## config.mk

```make
export PLATFORM = sky130hd
export DESIGN_NAME = warn_mgr
export DESIGN_NICKNAME = d
export VERILOG_FILES = /design/src/verilog/warn_mgr_pkg.sv /design/src/verilog/warn_mgr.sv
export SDC_FILE = /design/constraint.sdc
export NUM_CORES = 1
export LEC_CHECK = 0
export BUFFER_PORTS_ARGS = -buffer_cell sky130_fd_sc_hd__buf_4
export CAP_MARGIN = 20
export CORE_ASPECT_RATIO = 0.9
export CORE_MARGIN = 1
export CORE_UTILIZATION = 53
export DETAILED_ROUTE_END_ITERATION = 7
export GPL_TIMING_DRIVEN = 0
export PLACE_DENSITY = 0.71
export SYNTH_ARGS = -nofsm -noshare
export SYNTH_HDL_FRONTEND = slang
export SYNTH_SLANG_ARGS = --single-unit
```

## constraint.sdc

```tcl
create_clock -name REF_CLK -period 5.4 [get_ports REF_CLK]
set_input_delay 0 -clock REF_CLK [delete_from_list [all_inputs] [get_ports REF_CLK]]
set_output_delay 0 -clock REF_CLK [all_outputs]
set_load 0.05 [all_outputs]
```

## src/verilog/warn_mgr_pkg.sv

```systemverilog
package warn_mgr_pkg;
  // ****************************************
  // register byte offsets
  // ****************************************
  localparam logic [7:0] OFS_CTRL = 8'h00;
  localparam logic [7:0] OFS_OUT_SEL = 8'h04;
  localparam logic [7:0] OFS_OSC_LEVEL = 8'h08;
  localparam logic [7:0] OFS_WARN_MASK = 8'h0C;
  localparam logic [7:0] OFS_MAINS_TIME = 8'h10;
  localparam logic [7:0] OFS_SCALE_TYPE = 8'h14;
  localparam logic [7:0] OFS_SCALE_NUM = 8'h18;
  localparam logic [7:0] OFS_SCALE_DEN = 8'h1C;
  localparam logic [7:0] OFS_RSVD_PARAM = 8'h20;
  localparam logic [7:0] OFS_WARN_STAT = 8'h24;
  localparam logic [7:0] OFS_FAULT = 8'h28;
  localparam logic [7:0] OFS_NET_STAT = 8'h2C;
  localparam logic [7:0] OFS_IRQ_STAT = 8'h30;
  localparam logic [7:0] OFS_IRQ_MASK = 8'h34;
  // ****************************************
  // field positions and reset values
  // ****************************************
  localparam int SEL_B_POS = 8;
  localparam int FLT_SUB_POS = 8;
  localparam int FLT_ACT_POS = 16;
  localparam int IRQ_FAULT_BIT = 0;
  localparam int IRQ_WARN_BIT = 1;
  localparam logic [15:0] RSVD_PARAM_RST = 16'h0000;
  localparam logic [15:0] SCALE_RST = 16'h0001;
  localparam logic [10:0] MAINS_TIME_RST = 11'h000;
  // ****************************************
  // warning selector values and warning count
  // ****************************************
  localparam logic [3:0] SEL_ALL = 4'h0;
  localparam logic [3:0] SEL_OVERLOAD = 4'h1;
  localparam logic [3:0] SEL_BATTERY = 4'h3;
  localparam logic [3:0] SEL_FAN = 4'h4;
  localparam logic [3:0] SEL_OSC = 4'h7;
  localparam logic [3:0] SEL_MAINS = 4'hE;
  localparam int NWARN = 15;
  // ****************************************
  // fault codes
  // ****************************************
  localparam logic [7:0] FLT_SETUP = 8'd93;
  localparam logic [7:0] SUB_RATIO = 8'd2;
  localparam logic [7:0] SUB_SCALE_TYPE = 8'd3;
  localparam logic [7:0] SUB_RSVD = 8'd7;
  localparam logic [7:0] FLT_MOTOR = 8'd95;
  localparam logic [7:0] SUB_MOTOR_MAX = 8'd4;
  localparam logic [7:0] FLT_NET_INIT = 8'd98;
  localparam logic [7:0] SUB_NET_INIT = 8'd4;
  localparam logic [7:0] FLT_OTHER = 8'd99;
  localparam logic [7:0] FLT_NONE = 8'd0;
  // ****************************************
  // thresholds and timing, in ms ticks
  // ****************************************
  localparam logic [23:0] RATIO_MIN_DIV = 24'd40;
  localparam logic [23:0] RATIO_MAX_MUL = 24'd160;
  localparam logic [7:0] OVERLOAD_PCT = 8'd85;
  localparam int HOLD_S = 1;
  localparam int TICK_PER_S = 1000;
  localparam logic [10:0] HOLD_TICKS = 11'(HOLD_S * TICK_PER_S);
  localparam logic [10:0] FAN_TICKS = 11'(HOLD_S * TICK_PER_S);
  localparam logic [10:0] MAINS_MIN_MS = 11'd10;
  localparam logic [10:0] MAINS_OFF_MS = 11'd2000;
  localparam logic [10:0] CNT_MAX = 11'h7FF;
endpackage : warn_mgr_pkg

```

## src/verilog/warn_mgr.sv

```systemverilog
// Added by the designer: the register offsets and the APB interface to the registers.
`timescale 1ns/100ps
// Notes on behaviour
// setup fault when scale ratio outside 1/40..160
// fault 93/3 on scale type mismatch
// setup fault sub 7 on bad reserved parameter
// fault 95 sub 0..4 on motor mismatch
// fault 98/4 when network init fails
// other-error fault on self-diagnosis failure
// non-latch: auto-clear one second after cause
// latch mode: hold until alarm clear
// battery warning follows encoder latch
// alarm clear input forces warnings cleared
// two selectors, zero means OR of all
// oscillation above level, zero level disables
// mask bit one suppresses that warning
// mains-off after detect time, 0-9/2000 disable
// mains-loss flag set when mains off detected
// warning re-raised after clear if cause persists
// overload at 85 percent, selector 1, bit 7
// fan stopped one second, selector 4, bit 6
// ms-tick timers restart when condition changes
module warn_mgr
  import warn_mgr_pkg::*;
(
  input wire logic REF_CLK,
  input wire logic RSTN,
  input wire logic CLK_EN,
  input wire logic PSEL,
  input wire logic PENABLE,
  input wire logic PWRITE,
  input wire logic [7:0] PADDR,
  input wire logic [31:0] PWDATA,
  output logic [31:0] PRDATA,
  output logic PREADY,
  output logic PSLVERR,
  input wire logic MS_TICK,
  input wire logic ALARM_CLEAR_IN,
  input wire logic MAINS_LOSS_IN,
  input wire logic FAN_STOPPED_IN,
  input wire logic BATT_LATCH_IN,
  input wire logic [7:0] LOAD_PCT,
  input wire logic [10:0] TORQUE_VIB,
  input wire logic [1:0] SCALE_COMM_TYPE,
  input wire logic MOTOR_MISMATCH,
  input wire logic [2:0] MOTOR_SUB,
  input wire logic NET_INIT_FAIL,
  input wire logic SELF_DIAG_FAIL,
  input wire logic [14:0] OTHER_CAUSE,
  output logic WARNING_OUTPUT_A,
  output logic WARNING_OUTPUT_B,
  output logic IRQ
);
  // ****************************************
  // helpers
  // ****************************************
  // mask bit position for each selector value, -1 when none
  function automatic int mask_pos(input int k);
    case (k)
      1: mask_pos = 7;
      2: mask_pos = 5;
      3: mask_pos = 0;
      4: mask_pos = 6;
      5: mask_pos = 4;
      6: mask_pos = 3;
      7: mask_pos = 13;
      8: mask_pos = 2;
      9: mask_pos = 8;
      10: mask_pos = 14;
      14: mask_pos = 12;
      default: mask_pos = -1;
    endcase
  endfunction : mask_pos

  // pick one warning by selector; unknown values give zero
  function automatic logic pick(input logic [3:0] sel, input logic [14:0] w);
    if (sel == SEL_ALL) begin
      pick = |w;
    end else if (mask_pos(int'(sel)) < 0) begin
      pick = 1'b0;
    end else begin
      pick = w[sel];
    end
  endfunction : pick

  // ****************************************
  // input synchronisers
  // ****************************************
  logic [3:0] sync1_q, sync2_q;
  logic clr_s, mains_s, fan_s, batt_s;
  // pins, two stages before use
  always_ff @(posedge REF_CLK or negedge RSTN) begin
    if (!RSTN) begin
      sync1_q <= 4'h0;
      sync2_q <= 4'h0;
    end else if (CLK_EN) begin
      sync1_q <= {BATT_LATCH_IN, FAN_STOPPED_IN, MAINS_LOSS_IN, ALARM_CLEAR_IN};
      sync2_q <= sync1_q;
    end
  end
  assign {batt_s, fan_s, mains_s, clr_s} = sync2_q;

  // ****************************************
  // settings registers
  // ****************************************
  logic latch_q;
  logic [3:0] sel_a_q, sel_b_q;
  logic [10:0] osc_level_q, mains_time_q;
  logic [15:0] mask_q, num_q, den_q, rsvd_q;
  logic [1:0] scale_type_q, irq_mask_q, irq_st_q, irq_ev;
  logic wr_en, rd_setup;
  logic [31:0] rdata_d;
  logic addr_ok;
  assign wr_en = CLK_EN && PSEL && PENABLE && PWRITE;
  assign rd_setup = CLK_EN && PSEL && !PENABLE && !PWRITE;

  // software writes, one word per register
  always_ff @(posedge REF_CLK or negedge RSTN) begin
    if (!RSTN) begin
      latch_q <= 1'b0;
      sel_a_q <= SEL_ALL;
      sel_b_q <= SEL_ALL;
      osc_level_q <= 11'h000;
      mask_q <= 16'h0000;
      mains_time_q <= MAINS_TIME_RST;
      scale_type_q <= 2'h0;
      num_q <= SCALE_RST;
      den_q <= SCALE_RST;
      rsvd_q <= RSVD_PARAM_RST;
      irq_mask_q <= 2'h0;
    end else if (wr_en) begin
      case (PADDR)
        OFS_CTRL: latch_q <= PWDATA[0];
        OFS_OUT_SEL: begin
          sel_a_q <= PWDATA[3:0];
          sel_b_q <= PWDATA[SEL_B_POS +: 4];
        end
        OFS_OSC_LEVEL: osc_level_q <= PWDATA[10:0];
        OFS_WARN_MASK: mask_q <= PWDATA[15:0];
        OFS_MAINS_TIME: mains_time_q <= PWDATA[10:0];
        OFS_SCALE_TYPE: scale_type_q <= PWDATA[1:0];
        OFS_SCALE_NUM: num_q <= PWDATA[15:0];
        OFS_SCALE_DEN: den_q <= PWDATA[15:0];
        OFS_RSVD_PARAM: rsvd_q <= PWDATA[15:0];
        OFS_IRQ_MASK: irq_mask_q <= PWDATA[1:0];
        default: ;
      endcase
    end
  end

  // ****************************************
  // ms-tick timers
  // ****************************************
  logic [10:0] fan_cnt_q, mains_cnt_q;
  logic tick, mains_en, mains_det;
  assign tick = CLK_EN && MS_TICK;
  // counters restart whenever the watched level drops
  always_ff @(posedge REF_CLK or negedge RSTN) begin
    if (!RSTN) begin
      fan_cnt_q <= 11'h000;
      mains_cnt_q <= 11'h000;
    end else if (CLK_EN) begin
      if (!fan_s) begin
        fan_cnt_q <= 11'h000;
      end else if (tick && fan_cnt_q != FAN_TICKS) begin
        fan_cnt_q <= fan_cnt_q + 11'h001;
      end
      if (!mains_s) begin
        mains_cnt_q <= 11'h000;
      end else if (tick && mains_cnt_q != CNT_MAX) begin
        mains_cnt_q <= mains_cnt_q + 11'h001;
      end
    end
  end
  assign mains_en = mains_time_q >= MAINS_MIN_MS && mains_time_q < MAINS_OFF_MS;
  assign mains_det = mains_en && mains_cnt_q > mains_time_q;

  // ****************************************
  // warning causes
  // ****************************************
  logic [14:0] raw, cause;
  // detectors; other slots come from outside monitors
  always_comb begin
    raw = OTHER_CAUSE;
    raw[0] = 1'b0;
    raw[SEL_OVERLOAD] = LOAD_PCT >= OVERLOAD_PCT;
    raw[SEL_BATTERY] = batt_s;
    raw[SEL_FAN] = fan_cnt_q == FAN_TICKS;
    raw[SEL_OSC] = osc_level_q != 11'h000 && TORQUE_VIB > osc_level_q;
    raw[SEL_MAINS] = mains_det;
    for (int k = 0; k < NWARN; k++) begin
      if (mask_pos(k) < 0) begin
        cause[k] = 1'b0;
      end else begin
        cause[k] = raw[k] && !mask_q[mask_pos(k)];
      end
    end
  end

  // ****************************************
  // warning state and auto-clear
  // ****************************************
  logic [14:0] warn_q, warn_d, hold_done;
  logic [10:0] hold_q [NWARN];
  always_comb begin
    for (int k = 0; k < NWARN; k++) begin
      hold_done[k] = tick && hold_q[k] == HOLD_TICKS - 11'h001;
      if (clr_s) begin
        warn_d[k] = 1'b0;
      end else if (k == int'(SEL_BATTERY)) begin
        warn_d[k] = cause[k];
      end else if (cause[k]) begin
        warn_d[k] = 1'b1;
      end else if (latch_q) begin
        warn_d[k] = warn_q[k];
      end else begin
        warn_d[k] = warn_q[k] && !hold_done[k];
      end
    end
  end

  // one hold timer per warning, restarted while cause stands
  always_ff @(posedge REF_CLK or negedge RSTN) begin
    if (!RSTN) begin
      warn_q <= 15'h0000;
      for (int k = 0; k < NWARN; k++) begin
        hold_q[k] <= 11'h000;
      end
    end else if (CLK_EN) begin
      warn_q <= warn_d;
      for (int k = 0; k < NWARN; k++) begin
        if (cause[k] || !warn_q[k]) begin
          hold_q[k] <= 11'h000;
        end else if (tick) begin
          hold_q[k] <= hold_q[k] + 11'h001;
        end
      end
    end
  end

  // selected outputs, registered
  always_ff @(posedge REF_CLK or negedge RSTN) begin
    if (!RSTN) begin
      WARNING_OUTPUT_A <= 1'b0;
      WARNING_OUTPUT_B <= 1'b0;
    end else if (CLK_EN) begin
      WARNING_OUTPUT_A <= pick(sel_a_q, warn_q);
      WARNING_OUTPUT_B <= pick(sel_b_q, warn_q);
    end
  end

  // ****************************************
  // fault codes, highest priority first
  // ****************************************
  logic ratio_bad;
  logic [7:0] fmain_d, fsub_d, fmain_q, fsub_q;
  logic mains_flag_q;
  // ratio below 1/40 or above 160, zero divisor too
  assign ratio_bad = den_q == 16'h0000
    || 24'(num_q) * RATIO_MIN_DIV < 24'(den_q)
    || 24'(num_q) > 24'(den_q) * RATIO_MAX_MUL;
  always_comb begin
    fmain_d = FLT_NONE;
    fsub_d = 8'h00;
    if (NET_INIT_FAIL) begin
      fmain_d = FLT_NET_INIT;
      fsub_d = SUB_NET_INIT;
    end else if (MOTOR_MISMATCH) begin
      fmain_d = FLT_MOTOR;
      fsub_d = (8'(MOTOR_SUB) > SUB_MOTOR_MAX) ? SUB_MOTOR_MAX : 8'(MOTOR_SUB);
    end else if (SCALE_COMM_TYPE != scale_type_q) begin
      fmain_d = FLT_SETUP;
      fsub_d = SUB_SCALE_TYPE;
    end else if (ratio_bad) begin
      fmain_d = FLT_SETUP;
      fsub_d = SUB_RATIO;
    end else if (rsvd_q != RSVD_PARAM_RST) begin
      fmain_d = FLT_SETUP;
      fsub_d = SUB_RSVD;
    end else if (SELF_DIAG_FAIL) begin
      fmain_d = FLT_OTHER;
    end
  end

  // fault code and mains-loss flag follow their causes
  always_ff @(posedge REF_CLK or negedge RSTN) begin
    if (!RSTN) begin
      fmain_q <= FLT_NONE;
      fsub_q <= 8'h00;
      mains_flag_q <= 1'b0;
    end else if (CLK_EN) begin
      fmain_q <= fmain_d;
      fsub_q <= fsub_d;
      mains_flag_q <= mains_det;
    end
  end

  // ****************************************
  // interrupts and read path
  // ****************************************
  assign irq_ev[IRQ_FAULT_BIT] = fmain_d != FLT_NONE && fmain_q == FLT_NONE;
  assign irq_ev[IRQ_WARN_BIT] = |(warn_d & ~warn_q);
  // write-one-to-clear; a new event beats the clear
  always_ff @(posedge REF_CLK or negedge RSTN) begin
    if (!RSTN) begin
      irq_st_q <= 2'h0;
    end else if (CLK_EN) begin
      if (wr_en && PADDR == OFS_IRQ_STAT) begin
        irq_st_q <= (irq_st_q & ~PWDATA[1:0]) | irq_ev;
      end else begin
        irq_st_q <= irq_st_q | irq_ev;
      end
    end
  end
  // a one in the mask hides that source, as with the warning mask
  assign IRQ = |(irq_st_q & ~irq_mask_q);

  always_comb begin
    rdata_d = 32'h0000_0000;
    addr_ok = 1'b1;
    case (PADDR)
      OFS_CTRL: rdata_d[0] = latch_q;
      OFS_OUT_SEL: rdata_d = 32'({sel_b_q, 4'h0, sel_a_q});
      OFS_OSC_LEVEL: rdata_d = 32'(osc_level_q);
      OFS_WARN_MASK: rdata_d = 32'(mask_q);
      OFS_MAINS_TIME: rdata_d = 32'(mains_time_q);
      OFS_SCALE_TYPE: rdata_d = 32'(scale_type_q);
      OFS_SCALE_NUM: rdata_d = 32'(num_q);
      OFS_SCALE_DEN: rdata_d = 32'(den_q);
      OFS_RSVD_PARAM: rdata_d = 32'(rsvd_q);
      OFS_WARN_STAT: rdata_d = 32'(warn_q);
      OFS_FAULT: begin
        rdata_d[7:0] = fmain_q;
        rdata_d[FLT_SUB_POS +: 8] = fsub_q;
        rdata_d[FLT_ACT_POS] = fmain_q != FLT_NONE;
      end
      OFS_NET_STAT: rdata_d[0] = mains_flag_q;
      OFS_IRQ_STAT: rdata_d = 32'(irq_st_q);
      OFS_IRQ_MASK: rdata_d = 32'(irq_mask_q);
      default: addr_ok = 1'b0;
    endcase
  end

  // read data caught in setup, valid through access
  always_ff @(posedge REF_CLK or negedge RSTN) begin
    if (!RSTN) begin
      PRDATA <= 32'h0000_0000;
    end else if (rd_setup) begin
      PRDATA <= rdata_d;
    end
  end
  // zero wait states; frozen clock holds the access
  assign PREADY = PSEL && PENABLE && CLK_EN;
  assign PSLVERR = PREADY && !addr_ok;
endmodule : warn_mgr

```

---- Word level (Yosys, flattened, before mapping) ----
Memory sizes are Yosys's and may differ from the RTL's.
Index checks and enable logic that the tools add are counted.
W data, S select, Z words.
storage, ports and cells
  output and inout bits ................... 37
  ROM bits ................................ 1024
  register bits after elaboration ......... 336
  memories ................................ 2
memories
  name             depth  bits a word  rd ports  clocked after Yosys merged registers in  wr ports  line            text
  (no name shown)  16     32           1         0                                        0         warn_mgr.sv:59  case (k)
  (no name shown)  16     32           1         0                                        0         warn_mgr.sv:59
operators by class
  $lt $le $gt $ge ......................... 12
  mux-type cells .......................... 99
  add/sub/neg operators ................... 16
  multipliers ............................. 2
  eq/ne operators ......................... 37
  reductions and logical operators ........ 154
  bitwise logic cells ..................... 8
operator list
  operator                 number
  $mux W11                 32
  $pmux W16 S12            1
  $add A11 B1 Y11 const B  16
  $eq A11 B10 Y1 const B   15
  $mux W32                 4
  $lt A32 B1 Y1 const B    2
  $logic_and A1 B1 Y1      55
  $reduce_and A2 Y1        26
  $eq A8 B6 Y1 const B     6
  $mux W1                  46
  $mux W7                  6
  $logic_not A1 Y1         38
  $mul A16 B3 Y19 const B  2
  $eq A8 B5 Y1 const B     4
  $reduce_or A15 Y1        2
  $gt A16 B24 Y1           1
  $gt A11 B11 Y1           2
  $lt A22 B16 Y1           1
  $reduce_bool A2 Y1       10
  $mux W3                  6
  $eq A8 B4 Y1 const B     2
  $logic_not A16 Y1        1
  $logic_not A8 Y1         2
  $reduce_bool A16 Y1      1
  25 further kinds         47

---- Longest topological paths before layout ----
  depth after elaboration ................. 12
  gate-level depth with buffers ........... 18

---- Least setup slack after synthesis ----
No wires, ideal clock.
  path kind ............................... reg-to-reg
  start point ............................. register num_q[5]
  end point ............................... register fmain_q[5]
  buffers on the path ..................... 0
  cell stages (with the launch flop) ...... 18
  arrival ................................. 4046 ps
  path slack .............................. 1235 ps
  path through ............................ dfrtp_1 > ha_1 > ha_1 > a21o_1 > o21bai_1 > a31o_2 > a21o_1 > a21oi_1 > xnor2_1 > ha_1 > a21oi_1 > o221ai_1 > a31oi_1 > o21ai_1 > or4_4 > a2111oi_4 > nor4b_2 > a31o_1
between the ends
  longest elaborated chain between the ends .. 8
ends and longest elaborated chain
  what                    line             text
  start, declared         warn_mgr.sv:109  logic [15:0] mask_q, num_q, den_q, rsvd_q;
  start signal, assigned  warn_mgr.sv:142  OFS_SCALE_NUM: num_q <= PWDATA[15:0];
  $mul A16 B3 Y19         warn_mgr.sv:260  || 24'(num_q) * RATIO_MIN_DIV < 24'(den_q)
  $lt A22 B16 Y1          warn_mgr.sv:260
  $logic_or A1 B1 Y1      warn_mgr.sv:260
  $logic_or A1 B1 Y1 (*)  warn_mgr.sv:261  || 24'(num_q) > 24'(den_q) * RATIO_MAX_MUL;
  $mux W7 (*)             warn_mgr.sv:274  end else if (ratio_bad) begin
  $mux W7 (*)             warn_mgr.sv:271  end else if (SCALE_COMM_TYPE != scale_type_q) begin
  $mux W7 (*)             warn_mgr.sv:268  end else if (MOTOR_MISMATCH) begin
  $mux W7 (*)             warn_mgr.sv:265  if (NET_INIT_FAIL) begin
  end signal, assigned    warn_mgr.sv:292  fmain_q <= fmain_d;
  end, declared           warn_mgr.sv:256  logic [7:0] fmain_d, fsub_d, fmain_q, fsub_q;
Mark *: on every way between the ends. The rest lies on a longest branch, timed or not.
A chain may end at the register's enable or synchronous reset.

---- Final worst setup path ----
Ends and elaborated chain as after synthesis.

==> summary.txt <==
STA
  • Period utilization: a little over nine tenths
  • RSZ-0062 raised after global routing: false
  • Setup tns final: 0 ns
  • Setup Skew: ~0.016 ns
  • Fin worst setup slack: ~0.27 ns
  • Fin crit period: ~5.1 ns
  • Endpoints failing setup: 0
  • Max Freq: approximately 200 MHz
  • Final hold violations: 0
  • Rel. slew slack: 17.25%
  • Slew Viols, Final: 0
  • Worst Tran Pin Value: between 1 and 1.5 ns

Global route
  • GRT overflow: 0
  • Vias in the first global route: ~16000
  • Largest net degree at the start of global routing: 108
  • Initial antenna violation count: 0
  • First-pass GRT wire length: ~89000 microns
  • Gr usage total: 30.58%

Setup path
  • CP startpoint kind: flip-flop
  • Worst EP required: between 5 and 6 ns
  • CP endpoint kind: flip-flop
  • Arr. time, crit path: between 5 and 6 ns
  • Crit Path Class: flip-flop to flip-flop
  • CP Max Fanout: 6

Finish
  • Post-Layout Cell Count: ~2700
  • Final nets: ~2400
  • Design Area, Final: about 22000 sq um
  • Layout cell share with drive strength beyond 1: between 10 and 15%
  • Area Overhead vs Synth: 16.06%
  • # diodes: 0

Drt
  • Drt total wl: ~56000 microns
  • 1st-pass router iterations: 8
  • Antenna-violating nets left: 0
  • DR vias: around 17000
  • Drt drc: 0
  • Initial DRC count: around 1500
  • Vias per cell: 6.278
  • Routed WL per cell: between 20 and 25 microns

Logic synthesis
  • Mapped Area: ~19000 sq um
  • Async set or reset register ratio after synthesis: 100.0%
  • Sequential fraction of the synthesis area: 42.95%
  • Synth Instances: between 1500 and 2000
  • Post-synth EDFFs: 0
  • Synthesized area per cell: 9.569 sq um
  • Most used DFF post-synth: dfrtp_1
  • Yosys cell types: 74
  • Yosys reg bits: between 300 and 400
  • Yosys warns: 0

CTS
  • Clock Path Buffers: 3
  • H-tree depth: 2
  • Clk_lat worst skew: around 0.52 ns
  • Sink Count: ~330
  • TritonCTS clock tree: built
  • Root Buffer: clkbuf_16
  • CTS buffer count: 38
  • Post-cts repair resize count: 0
  • Worst-path clk slew: roughly 0.06 ns

Power and ir drop
  • Leak: slightly above 10 nW
  • Pwr per Cell Area: ~270 nW/um^2
  • Max rail drop VDD: between 0.2 and 0.3 mV

Placement
  • Port Buf Inserts: 86
  • Routability cong.: 0.9527
  • Dpl cells: between 2000 and 3000
  • Post-DP HPWL: 40460 microns
  • Placed cell area: 20490 sq um
  • Setup slack at placement: about 0.60 ns

Die
  • Chip Width: a little over 200 microns
  • Initial cell density of the core: between 50% and 60%
  • Row count: 65
  • Die Area: around 37000 sq um
  • Die Y: between 150 and 200 microns
  • Number of I/O pins: 130
  • Core area: between 30000 and 40000 sq um

Min path
  • Hold crit path type: input pin to flip-flop

Run status
  • Status: finished, final reports clean

Flow run
  • Max-Cap Viols: 0
==> flip-flops by register name, summed over array words and instances (netlist names), 15 cells and up <==
signal / flops
hold_q: 154
PRDATA: 17
den_q: 16
mask_q: 16
num_q: 16
rsvd_q: 16
warn_q: 15
==> placed cells by master (no fill, tap or decap), drive strengths merged, types with 16 or more instances in the layout <==
cell,n
nand2,170
nor3,48
or3,22
a22o,25
a22oi,29
o21a,18
xor2,75
nand2b,16
buf,113
nor4,18
mux2,113
and3,24
dlygate4sd3,35
clkbuf,116
a222oi,19
o21ai,131
nand3,75
nand4,69
ha,119
a21oi,55
inv,92
xnor2,27
a31oi,45
nor2,217
dfrtp,326
==> metrics by stage <==
stage / util (%) / total power, mW / hold slack (ns)
after floorplan: - / 2.995 / -0.2956
after detailed placement: 58.06 / 3.309 / -0.06440
after global routing: 62.86 / 6.173 / 0.007798
final: 62.86 / 5.983 / 0.02519
after global placement: 57.81 / 3.285 / 0.2392
after CTS: 62.84 / 5.998 / 0.002140
==> cell families (layout without fill, tap and decap cells) <==
kind of cell	after synthesis	in the layout	synth area share [%]
multiplexers	126	126	7.598
flip-flops	328	328	42.95
AND/OR/NAND/NOR	713	713	17.87
buffers and inverters	172	367	3.678
AO/OA/AOI/OAI	435	435	15.22
adder cells (fa/ha/maj)	121	121	7.997
XOR/XNOR	102	102	4.673
other	1	15	0.01961
==> worst paths after layout <==
path,start,end,slack (ns),depth (start not counted)
worst min-delay path,PWDATA[1],mask_q[1]$_DFFE_PN0P_,0.03,2
worst max-delay path,num_q[5]$_DFFE_PN0P_,fmain_q[5]$_DFFE_PN0P_,0.27,19
worst max register to register,num_q[5]$_DFFE_PN0P_,fmain_q[5]$_DFFE_PN0P_,0.27,19
min in group asynchronous,RSTN,hold_q[81]$_DFFE_PN0P_,0.06,3
max in group asynchronous,RSTN,mains_time_q[7]$_DFFE_PN0P_,4.31,4
worst min register to register,hold_q[97]$_DFFE_PN0P_,hold_q[97]$_DFFE_PN0P_,0.48,1
==> per-layer routing <==
metal / wire length, microns / global-route usage, %
met1: 24260 / 42.88
met2: 25650 / 48.08
met4: 1787 / 10.77
met5: 0 / 0
met3: 4597 / 4.982
==> synthesized netlist by cell type, drive strengths merged (10+ instances only) <==
| library cell | number | area, sq um |
|---|---|---|
| a211oi | 10 | 80.07 |
| a21o | 13 | 97.59 |
| a21oi | 55 | 275.3 |
| a221oi | 12 | 105.1 |
| a222oi | 19 | 190.2 |
| a22o | 25 | 219.0 |
| a22oi | 29 | 217.7 |
| a31oi | 45 | 281.5 |
| and3 | 24 | 150.1 |
| buf | 22 | 140.1 |
| clkbuf | 58 | 217.7 |
| dfrtp | 326 | 8158 |
| ha | 119 | 1489 |
| inv | 92 | 345.3 |
| mux2 | 113 | 1272 |
| nand2 | 170 | 638.1 |
| nand2b | 16 | 100.1 |
| nand3 | 75 | 375.4 |
| nand4 | 69 | 431.7 |
| nor2 | 217 | 814.5 |
| nor3 | 48 | 240.2 |
| nor4 | 18 | 112.6 |
| o21a | 18 | 135.1 |
| o21ai | 131 | 655.6 |
| o22ai | 13 | 81.33 |
| o31ai | 11 | 82.58 |
| or3 | 22 | 137.6 |
| xnor2 | 27 | 236.5 |
| xor2 | 75 | 656.9 |
==> final cells by class <==
class	count	area, sq um
buffer	80	357.8
clock buffer	58	1180
clock inverter	11	130.1
fill	2951	13110
inverter	92	345.3
multi-input combinational	1512	10260
sequential	328	8210
tap	469	586.8
timing repair buffer	126	1121
==> worst max-delay path, stage by stage, from the launching register on <==
cell,delay [ns]
dfrtp_1,0.49
ha_1,0.35
ha_1,0.35
a21o_1,0.19
o21bai_1,0.18
a31o_2,0.31
a21o_1,0.19
a21oi_1,0.17
xnor2_1,0.14
ha_1,0.27
a21oi_1,0.16
o221ai_1,0.12
a31oi_1,0.15
o21ai_1,0.08
or4_4,0.56
a2111oi_4,0.19
buf_4,0.21
nor4b_2,0.11
a31o_1,0.24
dlygate4sd3_1,0.55
==> what timing repair did <==
action                                  4_1_cts  5_1_grt
hold buffers                                 36        0
setup buffers                                 0        1
endpoints found under the hold margin       320        0
endpoints found under the setup margin        0        2
==> power by group <==
part | switching, mW | leakage [nW] | internal, mW
clock network | 1.03 | 0.653 | 1.65
logic | 0.468 | 4.93 | 0.226
registers | 0.0835 | 4.47 | 2.53
total | 1.58 | 10.1 | 4.40
(Power assumes the default switching activity.)
